$ cat config.mk
export PLATFORM = sky130hd
export DESIGN_NAME = flash_command_interface
export DESIGN_NICKNAME = d
export VERILOG_FILES = /design/src/core/flash_cmd_pkg.sv /design/src/core/flash_bus_cycle.sv /design/src/core/flash_command_interface.sv
export SDC_FILE = /design/constraint.sdc
export NUM_CORES = 1
export LEC_CHECK = 0
export BUFFER_PORTS_ARGS = -buffer_cell sky130_fd_sc_hd__buf_2
export CORE_MARGIN = 2
export CORE_UTILIZATION = 55
export CTS_BUF_LIST = sky130_fd_sc_hd__clkbuf_4
export CTS_CLUSTER_DIAMETER = 150
export DETAILED_ROUTE_END_ITERATION = 8
export PLACE_DENSITY_LB_ADDON = 0.1
export SLEW_MARGIN = 30
export SYNTH_ARGS = -nofsm -noshare
export SYNTH_HDL_FRONTEND = slang
export SYNTH_SLANG_ARGS = --single-unit
$ cat constraint.sdc
create_clock -name clk -period 2.6 [get_ports clk]
set_input_delay 0.13 -clock clk [delete_from_list [all_inputs] [get_ports clk]]
set_output_delay 0.13 -clock clk [all_outputs]
set_load 0.02 [all_outputs]
$ cat src/core/flash_cmd_pkg.sv
package flash_cmd_pkg;

	// bus widths
	localparam int ADDR_W = 19;
	localparam int DATA_W = 16;

	// clock and bus timing, times in ns, sync latency in cycles
	localparam int CLK_PERIOD_NS = 4;
	localparam int T_SETUP_NS = 10;
	localparam int T_WE_PULSE_NS = 50;
	localparam int T_READ_ACCESS_NS = 70;
	localparam int T_RECOVER_NS = 20;
	localparam int T_RESET_LOW_NS = 100;
	localparam int T_WAKE_NS = 1000;
	localparam int SYNC_LAT = 2;

	localparam int SETUP_CYC = (T_SETUP_NS + CLK_PERIOD_NS - 1) / CLK_PERIOD_NS;
	localparam int WE_CYC = (T_WE_PULSE_NS + CLK_PERIOD_NS - 1) / CLK_PERIOD_NS;
	localparam int RD_CYC = (T_READ_ACCESS_NS + CLK_PERIOD_NS - 1) / CLK_PERIOD_NS + SYNC_LAT;
	localparam int REC_CYC = (T_RECOVER_NS + CLK_PERIOD_NS - 1) / CLK_PERIOD_NS;
	localparam int RST_CYC = (T_RESET_LOW_NS + CLK_PERIOD_NS - 1) / CLK_PERIOD_NS;
	localparam int WAKE_CYC = (T_WAKE_NS + CLK_PERIOD_NS - 1) / CLK_PERIOD_NS;

	// command codes, low byte of the data bus
	localparam logic [7:0] CMD_READ_ARRAY = 8'hFF;
	localparam logic [7:0] CMD_READ_ID = 8'h90;
	localparam logic [7:0] CMD_READ_STATUS = 8'h70;
	localparam logic [7:0] CMD_CLEAR_STATUS = 8'h50;
	localparam logic [7:0] CMD_ERASE_SETUP = 8'h20;
	localparam logic [7:0] CMD_CHIP_ERASE_SETUP = 8'h30;
	localparam logic [7:0] CMD_CONFIRM = 8'hD0;
	localparam logic [7:0] CMD_PROGRAM_SETUP = 8'h40;
	localparam logic [7:0] CMD_PROGRAM_SETUP_ALT = 8'h10;
	localparam logic [7:0] CMD_LOCK_SETUP = 8'h60;
	localparam logic [7:0] CMD_LOCK_BLOCK = 8'h01;
	localparam logic [7:0] CMD_LOCK_PERM = 8'hF1;
	localparam logic [7:0] CMD_OTP_SETUP = 8'hC0;

	typedef enum logic [3:0] {
		OP_READ_ARRAY = 4'h0,
		OP_READ_ID = 4'h1,
		OP_READ_STATUS = 4'h2,
		OP_CLEAR_STATUS = 4'h3,
		OP_BLOCK_ERASE = 4'h4,
		OP_CHIP_ERASE = 4'h5,
		OP_PROGRAM = 4'h6,
		OP_PROGRAM_ALT = 4'h7,
		OP_SUSPEND = 4'h8,
		OP_RESUME = 4'h9,
		OP_SET_BLOCK_LOCK = 4'hA,
		OP_CLEAR_LOCKS = 4'hB,
		OP_SET_PERM_LOCK = 4'hC,
		OP_OTP_PROGRAM = 4'hD,
		OP_PLAIN_READ = 4'hE,
		OP_PULSE_RESET = 4'hF
	} op_t;

	// one bus cycle asked of the cycle engine
	typedef struct packed {
		logic write;
		logic [ADDR_W-1:0] addr;
		logic [DATA_W-1:0] data;
	} bus_req_t;

	// flash control strobes
	typedef struct packed {
		logic ce_n;
		logic oe_n;
		logic we_n;
	} strobes_t;

endpackage

$ cat src/core/flash_bus_cycle.sv
`timescale 1ns/10ps
`default_nettype none
module flash_bus_cycle
	import flash_cmd_pkg::*;
(
	// clock and reset
	input wire logic clk,
	input wire logic rst,
	// cycle request
	input wire logic start,
	input wire bus_req_t req,
	output logic done,
	output logic [DATA_W-1:0] rd_data,
	// flash pins
	output strobes_t strobes,
	output logic [ADDR_W-1:0] addr,
	output logic [DATA_W-1:0] dq_out,
	output logic dq_oe,
	input wire logic [DATA_W-1:0] dq_in
);

	typedef enum logic [3:0] {
		BC_IDLE = 4'b0001,
		BC_SETUP = 4'b0010,
		BC_STROBE = 4'b0100,
		BC_HOLD = 4'b1000
	} bc_state_t;

	bc_state_t state, next_state;
	logic [7:0] cnt, next_cnt;
	logic write, next_write;
	logic [ADDR_W-1:0] next_addr;
	logic [DATA_W-1:0] next_dq_out, next_rd_data;
	logic [DATA_W-1:0] dq_meta, dq_sync;

	always_comb begin
		next_state = state;
		next_cnt = cnt;
		next_write = write;
		next_addr = addr;
		next_dq_out = dq_out;
		next_rd_data = rd_data;
		case (state)
			BC_IDLE: begin
				if (start) begin
					next_state = BC_SETUP;
					next_cnt = 8'(SETUP_CYC - 1);
					next_write = req.write;
					next_addr = req.addr;
					next_dq_out = req.data;
				end
			end
			BC_SETUP: begin
				if (cnt == 8'h00) begin
					next_state = BC_STROBE;
					next_cnt = write ? 8'(WE_CYC - 1) : 8'(RD_CYC - 1);
				end else begin
					next_cnt = cnt - 8'h01;
				end
			end
			BC_STROBE: begin
				if (cnt == 8'h00) begin
					next_state = BC_HOLD;
					next_cnt = 8'(REC_CYC - 1);
					// data sampled while oe and ce are both low
					if (!write) begin
						next_rd_data = dq_sync;
					end
				end else begin
					next_cnt = cnt - 8'h01;
				end
			end
			BC_HOLD: begin
				if (cnt == 8'h00) begin
					next_state = BC_IDLE;
				end else begin
					next_cnt = cnt - 8'h01;
				end
			end
			default: next_state = BC_IDLE;
		endcase
	end

	always_ff @(posedge clk) begin
		if (rst) begin
			state <= BC_IDLE;
			cnt <= 8'h00;
			write <= 1'b0;
			addr <= '0;
			dq_out <= '0;
			rd_data <= '0;
			dq_meta <= '0;
			dq_sync <= '0;
		end else begin
			state <= next_state;
			cnt <= next_cnt;
			write <= next_write;
			addr <= next_addr;
			dq_out <= next_dq_out;
			rd_data <= next_rd_data;
			dq_meta <= dq_in;
			dq_sync <= dq_meta;
		end
	end

	// write strobe and read strobe are never low together
	assign strobes.ce_n = (state == BC_IDLE);
	assign strobes.we_n = !(state == BC_STROBE && write);
	assign strobes.oe_n = !(state == BC_STROBE && !write);
	assign dq_oe = write && (state != BC_IDLE);
	assign done = (state == BC_HOLD) && (cnt == 8'h00);

endmodule // flash_bus_cycle
`default_nettype wire

$ cat src/core/flash_command_interface.sv
`timescale 1ns/10ps
`default_nettype none
module flash_command_interface
	import flash_cmd_pkg::*;
#(
	parameter logic [7:0] SUSPEND_CODE = 8'h00
)(
	// clock and reset
	input wire logic clk,
	input wire logic rst,
	// user requests
	input wire logic req_valid,
	input wire op_t req_op,
	input wire logic [ADDR_W-1:0] req_addr,
	input wire logic [DATA_W-1:0] req_data,
	output logic req_ready,
	output logic rsp_valid,
	output logic [DATA_W-1:0] rsp_data,
	// user levels
	input wire logic protect_boot,
	output logic flash_busy,
	// flash pins
	output logic [ADDR_W-1:0] addr,
	output logic [DATA_W-1:0] dq_out,
	output logic dq_oe,
	input wire logic [DATA_W-1:0] dq_in,
	output logic ce_n,
	output logic oe_n,
	output logic we_n,
	output logic reset_powerdown_n,
	output logic wp_n,
	input wire logic ready_busy_n
);

	typedef enum logic [4:0] {
		ST_RESET = 5'b00001,
		ST_WAKE = 5'b00010,
		ST_IDLE = 5'b00100,
		ST_FIRST = 5'b01000,
		ST_SECOND = 5'b10000
	} st_t;

	st_t state, next_state;
	logic [15:0] cnt, next_cnt;
	op_t op_q, next_op_q;
	logic [ADDR_W-1:0] addr_q, next_addr_q;
	logic [DATA_W-1:0] data_q, next_data_q;
	logic bc_start, next_bc_start;
	bus_req_t bc_req, next_bc_req;
	logic next_rsp_valid;
	logic [DATA_W-1:0] next_rsp_data;
	logic bc_done;
	logic [DATA_W-1:0] bc_rd_data;
	strobes_t strobes;
	logic rb_meta, rb_sync, prot_q;

	function automatic logic [7:0] first_code(input op_t op);
		case (op)
			OP_READ_ARRAY: first_code = CMD_READ_ARRAY;
			OP_READ_ID: first_code = CMD_READ_ID;
			OP_READ_STATUS: first_code = CMD_READ_STATUS;
			OP_CLEAR_STATUS: first_code = CMD_CLEAR_STATUS;
			OP_BLOCK_ERASE: first_code = CMD_ERASE_SETUP;
			OP_CHIP_ERASE: first_code = CMD_CHIP_ERASE_SETUP;
			OP_PROGRAM: first_code = CMD_PROGRAM_SETUP;
			OP_PROGRAM_ALT: first_code = CMD_PROGRAM_SETUP_ALT;
			OP_SUSPEND: first_code = SUSPEND_CODE;
			OP_RESUME: first_code = CMD_CONFIRM;
			OP_OTP_PROGRAM: first_code = CMD_OTP_SETUP;
			default: first_code = CMD_LOCK_SETUP;
		endcase
	endfunction

	function automatic logic has_second(input op_t op);
		case (op)
			OP_READ_ARRAY, OP_CLEAR_STATUS, OP_SUSPEND, OP_RESUME: has_second = 1'b0;
			default: has_second = 1'b1;
		endcase
	endfunction

	function automatic logic second_is_read(input op_t op);
		second_is_read = (op == OP_READ_ID) || (op == OP_READ_STATUS) || (op == OP_PLAIN_READ);
	endfunction

	function automatic logic [DATA_W-1:0] second_data(input op_t op, input logic [DATA_W-1:0] d);
		case (op)
			OP_PROGRAM, OP_PROGRAM_ALT, OP_OTP_PROGRAM: second_data = d;
			OP_SET_BLOCK_LOCK: second_data = {8'h00, CMD_LOCK_BLOCK};
			OP_SET_PERM_LOCK: second_data = {8'h00, CMD_LOCK_PERM};
			default: second_data = {8'h00, CMD_CONFIRM};
		endcase
	endfunction

	function automatic logic defined_code(input logic [7:0] c);
		case (c)
			CMD_READ_ARRAY, CMD_READ_ID, CMD_READ_STATUS, CMD_CLEAR_STATUS,
			CMD_ERASE_SETUP, CMD_CHIP_ERASE_SETUP, CMD_CONFIRM, CMD_PROGRAM_SETUP,
			CMD_PROGRAM_SETUP_ALT, CMD_LOCK_SETUP, CMD_OTP_SETUP, SUSPEND_CODE:
				defined_code = 1'b1;
			default: defined_code = 1'b0;
		endcase
	endfunction

	always_comb begin
		next_state = state;
		next_cnt = cnt;
		next_op_q = op_q;
		next_addr_q = addr_q;
		next_data_q = data_q;
		next_bc_start = 1'b0;
		next_bc_req = bc_req;
		next_rsp_valid = 1'b0;
		next_rsp_data = rsp_data;
		case (state)
			ST_RESET: begin
				// reset pin held low long enough to abort any operation
				if (cnt == 16'h0000) begin
					next_state = ST_WAKE;
					next_cnt = 16'(WAKE_CYC - 1);
				end else begin
					next_cnt = cnt - 16'h0001;
				end
			end
			ST_WAKE: begin
				// device comes back in read array mode
				if (cnt == 16'h0000) begin
					next_state = ST_IDLE;
				end else begin
					next_cnt = cnt - 16'h0001;
				end
			end
			ST_IDLE: begin
				if (req_valid) begin
					next_op_q = req_op;
					next_addr_q = req_addr;
					next_data_q = req_data;
					if (req_op == OP_PULSE_RESET) begin
						next_state = ST_RESET;
						next_cnt = 16'(RST_CYC - 1);
					end else if (req_op == OP_PLAIN_READ) begin
						next_state = ST_SECOND;
						next_bc_start = 1'b1;
						next_bc_req = '{write: 1'b0, addr: req_addr, data: '0};
					end else begin
						// every other operation opens with a command write, any address
						next_state = ST_FIRST;
						next_bc_start = 1'b1;
						next_bc_req = '{write: 1'b1, addr: req_addr,
							data: {8'h00, first_code(req_op)}};
					end
				end
			end
			ST_FIRST: begin
				if (bc_done) begin
					if (has_second(op_q)) begin
						// second cycle: block, program or otp address with data, or the status or identifier read
						next_state = ST_SECOND;
						next_bc_start = 1'b1;
						next_bc_req = '{write: !second_is_read(op_q), addr: addr_q,
							data: second_data(op_q, data_q)};
					end else begin
						next_state = ST_IDLE;
						next_rsp_valid = 1'b1;
					end
				end
			end
			ST_SECOND: begin
				if (bc_done) begin
					// status, identifier or array data returned from the read cycle
					next_state = ST_IDLE;
					next_rsp_valid = 1'b1;
					if (second_is_read(op_q)) begin
						next_rsp_data = bc_rd_data;
					end
				end
			end
			default: begin
				next_state = ST_RESET;
				next_cnt = 16'(RST_CYC - 1);
			end
		endcase
	end

	always_ff @(posedge clk) begin
		if (rst) begin
			state <= ST_RESET;
			cnt <= 16'(RST_CYC - 1);
			op_q <= OP_READ_ARRAY;
			addr_q <= '0;
			data_q <= '0;
			bc_start <= 1'b0;
			bc_req <= '0;
			rsp_valid <= 1'b0;
			rsp_data <= '0;
			rb_meta <= 1'b1;
			rb_sync <= 1'b1;
			prot_q <= 1'b1;
		end else begin
			state <= next_state;
			cnt <= next_cnt;
			op_q <= next_op_q;
			addr_q <= next_addr_q;
			data_q <= next_data_q;
			bc_start <= next_bc_start;
			bc_req <= next_bc_req;
			rsp_valid <= next_rsp_valid;
			rsp_data <= next_rsp_data;
			rb_meta <= ready_busy_n;
			rb_sync <= rb_meta;
			prot_q <= protect_boot;
		end
	end

	flash_bus_cycle u_cycle (
		.clk(clk),
		.rst(rst),
		.start(bc_start),
		.req(bc_req),
		.done(bc_done),
		.rd_data(bc_rd_data),
		.strobes(strobes),
		.addr(addr),
		.dq_out(dq_out),
		.dq_oe(dq_oe),
		.dq_in(dq_in)
	);

	assign req_ready = (state == ST_IDLE);
	assign ce_n = strobes.ce_n;
	assign oe_n = strobes.oe_n;
	assign we_n = strobes.we_n;
	assign reset_powerdown_n = (state != ST_RESET);
	// boot blocks forced locked while protect is requested
	assign wp_n = !prot_q;
	// busy pin floats high through the pull-up when idle
	assign flash_busy = !rb_sync;

	property p_strobe_exclusive;
		@(posedge clk) disable iff (rst) !(!oe_n && !we_n);
	endproperty
	a_strobe_exclusive: assert property (p_strobe_exclusive) else $error("oe and we low together");

	property p_read_selected;
		@(posedge clk) disable iff (rst) !oe_n |-> !ce_n && !dq_oe;
	endproperty
	a_read_selected: assert property (p_read_selected) else $error("read strobe without select");

	property p_reset_width;
		@(posedge clk) disable iff (rst) $fell(reset_powerdown_n) |-> !reset_powerdown_n [*8];
	endproperty
	a_reset_width: assert property (p_reset_width) else $error("reset pulse too short");

	property p_first_code;
		@(posedge clk) disable iff (rst)
			$fell(we_n) && state == ST_FIRST |-> dq_oe && dq_out == {8'h00, first_code(op_q)};
	endproperty
	a_first_code: assert property (p_first_code) else $error("wrong command code");

	property p_defined_code;
		@(posedge clk) disable iff (rst) !we_n && state == ST_FIRST |-> defined_code(dq_out[7:0]);
	endproperty
	a_defined_code: assert property (p_defined_code) else $error("reserved code written");

	property p_erase_confirm;
		@(posedge clk) disable iff (rst) $fell(we_n) && state == ST_SECOND && op_q == OP_BLOCK_ERASE
			|-> addr == addr_q && dq_out == {8'h00, CMD_CONFIRM};
	endproperty
	a_erase_confirm: assert property (p_erase_confirm) else $error("bad erase confirm");

	property p_program_data;
		@(posedge clk) disable iff (rst) !we_n && state == ST_SECOND
			&& (op_q == OP_PROGRAM || op_q == OP_PROGRAM_ALT) |-> addr == addr_q && dq_out == data_q;
	endproperty
	a_program_data: assert property (p_program_data) else $error("bad program data");

	property p_otp_data;
		@(posedge clk) disable iff (rst) !we_n && state == ST_SECOND && op_q == OP_OTP_PROGRAM
			|-> addr == addr_q && dq_out == data_q;
	endproperty
	a_otp_data: assert property (p_otp_data) else $error("bad otp write");

	property p_status_answer;
		@(posedge clk) disable iff (rst) state == ST_SECOND && bc_done && op_q == OP_READ_STATUS
			|=> rsp_valid && rsp_data == $past(bc_rd_data);
	endproperty
	a_status_answer: assert property (p_status_answer) else $error("status not returned");

endmodule // flash_command_interface
`default_nettype wire

=== Word-level counts from Yosys, hierarchy flattened ===
Memories as Yosys holds them, arrays and structs flattened.
Cells that the tools add are included.

* Output and inout port bits: 60
* Input port bits: 60
* Word-level logic and storage cells: 138
* Register bits: 213
* Memory bits (read-only): 128
* Memories kept: 1

{| class="wikitable"
|+ Memories
! name !! depth !! bits a word !! rd ports !! clocked after Yosys merged registers in !! write ports !! RTL line !! RTL
|-
| (name not given) || 16 || 8 || 1 || 0 || 0 || flash_command_interface.sv:58 || <nowiki>case (op)</nowiki>
|}

* Add/subtract/negate cells: 2
* Equal/unequal tests: 38
* Mux-type cells: 44
* Reductions and logical operators: 29
* Bitwise gates (word level): 2

{| class="wikitable"
|+ Operator list
! cell !! count
|-
| $mux W36 || 5
|-
| $pmux W36 S2 || 1
|-
| $mux W16 || 4
|-
| $pmux W16 S4 || 1
|-
| $pmux W16 S3 || 1
|-
| $mux W5 || 9
|-
| $eq A4 B4 Y1 const B || 9
|-
| $mux W8 || 4
|-
| $pmux W8 S4 || 1
|-
| $pmux W5 S5 || 1
|-
| $ne A2 B2 Y1 const B || 9
|-
| $logic_not A16 Y1 || 1
|-
| $mux W4 || 4
|-
| $pmux W4 S4 || 1
|-
| $sub A16 B1 Y16 const B || 1
|-
| $eq A4 B2 Y1 const B || 3
|-
| $eq A4 B3 Y1 const B || 3
|-
| $mux W1 || 10
|-
| $ne A2 B1 Y1 const B || 5
|-
| $reduce_and A5 Y1 || 2
|-
| $reduce_and A3 Y1 || 3
|-
| $eq A4 B1 Y1 const B || 2
|-
| $logic_not A8 Y1 || 1
|-
| $reduce_and A4 Y1 || 2
|-
| other kinds (20) || 32
|}

=== Depth between registers and ports, before layout ===
* Word-level depth: 8
* Mapped depth: 9
* Depth with buffers taken out: 7

=== Modules after synthesis ===
From an unflattened synthesis, not the netlist that was laid out.

* Cells, all modules: 1024
* Area total of the unflattened synthesis: 8529.4 um^2

{| class="wikitable"
|+ Modules (own cells, without submodules)
! module !! sequential area each (um^2) !! area an instance (um^2) !! instances !! cells each
|-
| flash_command_interface || 2342.2 || 4991.0 || 1 || 624
|-
| flash_bus_cycle || 1921.8 || 3538.4 || 1 || 400
|}

=== Worst setup path before layout ===
OpenSTA, ideal clock, no wires.

* Path type: flip-flop to flip-flop
* From: register u_cycle.cnt[0]
* To: register rsp_data[0]
* Path slack: 0.578 ns
* Clock period less this slack: 2.022 ns
* Stages on the path, launching flop included: 10
* Library setup time: 0.132 ns
* Data required time: 2.468 ns
* Buffers on the path: 2
* Arrival: 1.889 ns
* Cells stage by stage: dfxtp_1 inv_1 ha_1 nor3b_1 nand3_1 or3_1 clkbuf_1 buf_2 nand2_1 a21oi_1

* Cells in the longest elaborated chain, start to end: 3

{| class="wikitable"
|+ Ends and longest elaborated chain
! element !! RTL line !! RTL
|-
| start, declared || flash_bus_cycle.sv:30 || <nowiki>logic [7:0] cnt, next_cnt;</nowiki>
|-
| start signal, assigned || flash_bus_cycle.sv:96 || <nowiki>cnt <= next_cnt;</nowiki>
|-
| $logic_not A8 Y1 || flash_bus_cycle.sv:111 || <nowiki>assign done = (state == BC_HOLD) && (cnt == 8'h00);</nowiki>
|-
| $logic_and A1 B1 Y1 || flash_bus_cycle.sv:111 ||
|-
| $reduce_and A3 Y1 (no source line) || - ||
|-
| end signal, assigned || flash_command_interface.sv:207 || <nowiki>rsp_data <= next_rsp_data;</nowiki>
|-
| end, declared || flash_command_interface.sv:18 || <nowiki>output logic [DATA_W-1:0] rsp_data,</nowiki>
|}

Every way passes these cells.
A chain may end at the register's enable or synchronous reset.

=== Worst setup path in the final report ===
* From: register u_cycle.cnt[0]
* To: register bc_req[11] in the netlist's numbering

* Cells in the longest elaborated chain, start to end: 4

{| class="wikitable"
|+ Ends and longest elaborated chain
! element !! RTL line !! RTL
|-
| $logic_not A8 Y1 || flash_bus_cycle.sv:111 ||
|-
| $logic_and A1 B1 Y1 || flash_bus_cycle.sv:111 ||
|-
| $ne A2 B2 Y1 (no source line) || - ||
|-
| $reduce_and A5 Y1 (no source line) || - ||
|-
| end signal, assigned || flash_command_interface.sv:205 || <nowiki>bc_req <= next_bc_req;</nowiki>
|-
| end, declared || flash_command_interface.sv:49 || <nowiki>bus_req_t bc_req, next_bc_req;</nowiki>
|}

Every way passes these cells.

==> impl_metrics.yaml <==
power:
  p_sw_w: 0.00144
  pwr-share-clk: 0.415
  swShare: 0.228
  peakVddDrop_mv: 0.416
  comb_power_share: 0.056
  power_leakage_nw: 4.09
  internal_power_w: 0.00487
  seqPwrFrac: 0.529
  power_density_nw_per_um2: 597
routing:
  wl_met2_um: 9740
  dr.max_layer_used: "met4"
  wl_per_cell_um: 14.3
  vias: 7860
  ant_nets: 0
  wl_met1_um: 9460
  routed-wl-met3_um: 975
  wl_um: 20600
  drc: 0
  viasPerCell: 5.44
  drtIter0Drc: 489
  first_pass_iters: 6
timing:
  hold_viol: 0
  relSlewSlack: 0.349
  fmax_ghz: 0.410
  period_minus_slack_ps: 2440
  report.final.setup_viol: 0
  hold_slack_ps: 218
  rsz0062_at_grt: "false"
  setup_tns_ps: 0
  worstMarginPinSlew_ps: 977
  worst_slack_ps: 160
  finalClockSkew_ps: 31.3
  post-route-period-util: 0.939
  slew_violations: 0
setup_path:
  timing.rr.end: "bc_req[11]$_SDFFE_PP0P_"
  end_kind: "register"
  required_ps: 3150
  critPathKind: "reg2reg"
  startpoint_type: "register"
  rrSetupSlack_ps: 160
  worstPathMaxFanout: 10
  reg2regPathDepth: 8
  timing.rr.start: "u_cycle.cnt[0]$_SDFFE_PP0P_"
  cp_data_arrival_time_ps: 2990
yosys:
  synth_commonest_cells: "nand2_1 (291), dfxtp_1 (213), a21oi_1 (136)"
  synthTopCellsByArea: "dfxtp_1 (50%), nand2_1 (13%), a21oi_1 (7.9%)"
  yosysMostFrequentCell: "nand2_1"
  synth_edf_count: 0
  synthesis.area_um2: 8590
  yosysWarnings: 0
  async_flop_share: 0
  synth_top_cell_by_area: "dfxtp_1"
  yosys_most_used_dff: "dfxtp_1"
  synth_cells: 1040
  synth_top_area_frac: 0.497
  syn_avg_cell_area_um2: 8.26
  ys_types: 71
  ys_ff_latch: 213
  ys_seq_area_frac: 0.497
  synthesis.nets: 1104
floorplanning:
  dieArea_um2: 16600
  io_pins: 120
  die_h_um: 129
  num_rows: 45
  initial_core_util: 0.565
  die_x_um: 129
  coreArea_um2: 15200
run:
  drv_cap: 0
cells_and_area:
  syn2layout_area_growth_pct: 23.0
  drive_gt1_frac: 0.193
  num-fill-cells: 1293
  layout.nets: 1296
  instances_no_fill: 1446
placed_design:
  post-place-ws_ps: 257
  dp_hpwl_um: 12300
  dp_cells: 1298
  io_buffer_count: 119
  place_congestion: 0.880
global_route:
  antenna_found_initial: 1
  grt_usage: 0.252
  overflow: 0
  grt_first_pass_wirelength_um: 34600
  grt_pass1_vias: 7543
  grt_max_degree: 78
clocking:
  cts_made_buffers: 54
  root_buffer: "clkbuf_4"
  clock-sinks: 213
  htreeDepth: 2
  path_clk_slew_ps: 70
  cts_tree: "done"
  clock_latency_ps: 650
  clk_path_buf_depth: 3
hold_path:
  worstHoldEndpoint: "prot_q$_SDFF_PP1_"
  hp-class: "in2reg"
  hp-start: "protect_boot"
  worstHoldPathCells: 3
status:
  status: "finished clean"
-- per-stage QoR --
stage / util / instance area (um2) / power, W
floorplan: - / 8590 / 0.00358
finish: 0.695 / 10600 / 0.00630
CTS: 0.694 / 10600 / 0.00636
global route: 0.695 / 10600 / 0.00658
detailed placement: 0.611 / 9280 / 0.00368
global placement: 0.611 / 9280 / 0.00368
-- cells in the final DEF (no fill, tap or decap), types with 8 or more instances in the layout --
cell type,Yosys,final
buf_4,2,21
dfxtp_1,213,213
a311oi_1,20,20
nand3_1,18,18
clkbuf_4,0,74
a21oi_1,136,136
nor2b_1,39,39
nor3_1,20,20
inv_1,15,15
buf_2,12,118
o21ai_0,12,12
a211oi_1,8,8
dlygate4sd3_1,0,66
nand2_1,291,291
nor2_1,55,55
-- power groups by stage --
stage / Clock (W) / Combinational, W / Sequential [W]
after global routing: 0.00285 / 0.000391 / 0.00333
after floorplan: 0 / 0.000182 / 0.00340
after detailed placement: 0 / 0.000273 / 0.00340
after global placement: 0 / 0.000273 / 0.00340
after CTS: 0.00268 / 0.000349 / 0.00333
final: 0.00261 / 0.000354 / 0.00333
-- cells by family after synthesis --
family                   count (synthesis)  share of synthesized area
AND/OR/NAND/NOR                        490                      0.268
multiplexers                             2                    0.00248
flip-flops                             213                      0.497
adder cells (fa/ha/maj)                  4                    0.00583
buffers and inverters                   86                     0.0437
XOR/XNOR                                 5                    0.00510
AO/OA/AOI/OAI                          240                      0.178
-- worst max-delay path by stage --
stage / startpoint / to / slack, ps / cells past startpoint
CTS: u_cycle.cnt[0]$_SDFFE_PP0P_ / bc_req[11]$_SDFFE_PP0P_ / 200 / 8
global placement: u_cycle.state[3]$_SDFFE_PP0P_ / u_cycle.cnt[3]$_SDFFE_PP0P_ / 340 / 6
finish: u_cycle.cnt[0]$_SDFFE_PP0P_ / bc_req[11]$_SDFFE_PP0P_ / 160 / 8
global route: u_cycle.state[3]$_SDFFE_PP0P_ / u_cycle.cnt[4]$_SDFFE_PP0P_ / 30 / 6
floorplan: u_cycle.cnt[0]$_SDFFE_PP0P_ / rsp_data[0]$_SDFFE_PP0P_ / 580 / 9
detailed placement: u_cycle.cnt[0]$_SDFFE_PP0P_ / bc_req[11]$_SDFFE_PP0P_ / 260 / 8
-- repair_timing --
action	in CTS	in global routing
gates resized for setup	0	1
endpoints found under the hold margin	114	0
setup endpoints to repair	0	1
hold buffers	66	0
setup buffers	0	0
-- flip-flops by register name (all words and copies together) (netlist names), 4 cells and up --
name,cells
u_cycle.cnt,8
u_cycle.dq_out,16
data_q,16
bc_req,36
u_cycle.dq_meta,16
u_cycle.rd_data,16
op_q,4
addr_q,19
u_cycle.dq_sync,16
u_cycle.addr,19
state,5
u_cycle.state,4
rsp_data,16
cnt,16
-- critical path: stages, from the launching register on --
cell,delay (ps)
dfxtp_1,350
inv_1,100
ha_1,240
nor3b_2,180
and3_1,190
a32oi_1,790
buf_4,290
nand2_1,70
a21oi_1,130
-- layout make-up --
| type | instances | area (um2) | share of cell area |
|---|---|---|---|
| inverters | 15 | 56.3 | 0.00533 |
| flip-flops and latches | 213 | 4260 | 0.404 |
| repair buffers | 207 | 1440 | 0.136 |
| clock inverters | 7 | 52.6 | 0.00498 |
| well taps | 188 | 235 | 0.0223 |
| multi-input cells | 741 | 3950 | 0.374 |
| diodes | 1 | 2.50 | 0.000237 |
| clock buffers | 74 | 556 | 0.0526 |
-- per-layer routing --
metal  up-vias  track usage
met4         0       0.0985
met2       215        0.420
met1      3617        0.325
li1       3991            -
met3        37       0.0491
met5         -            0
Note: power is estimated with default switching activity, not from simulation.
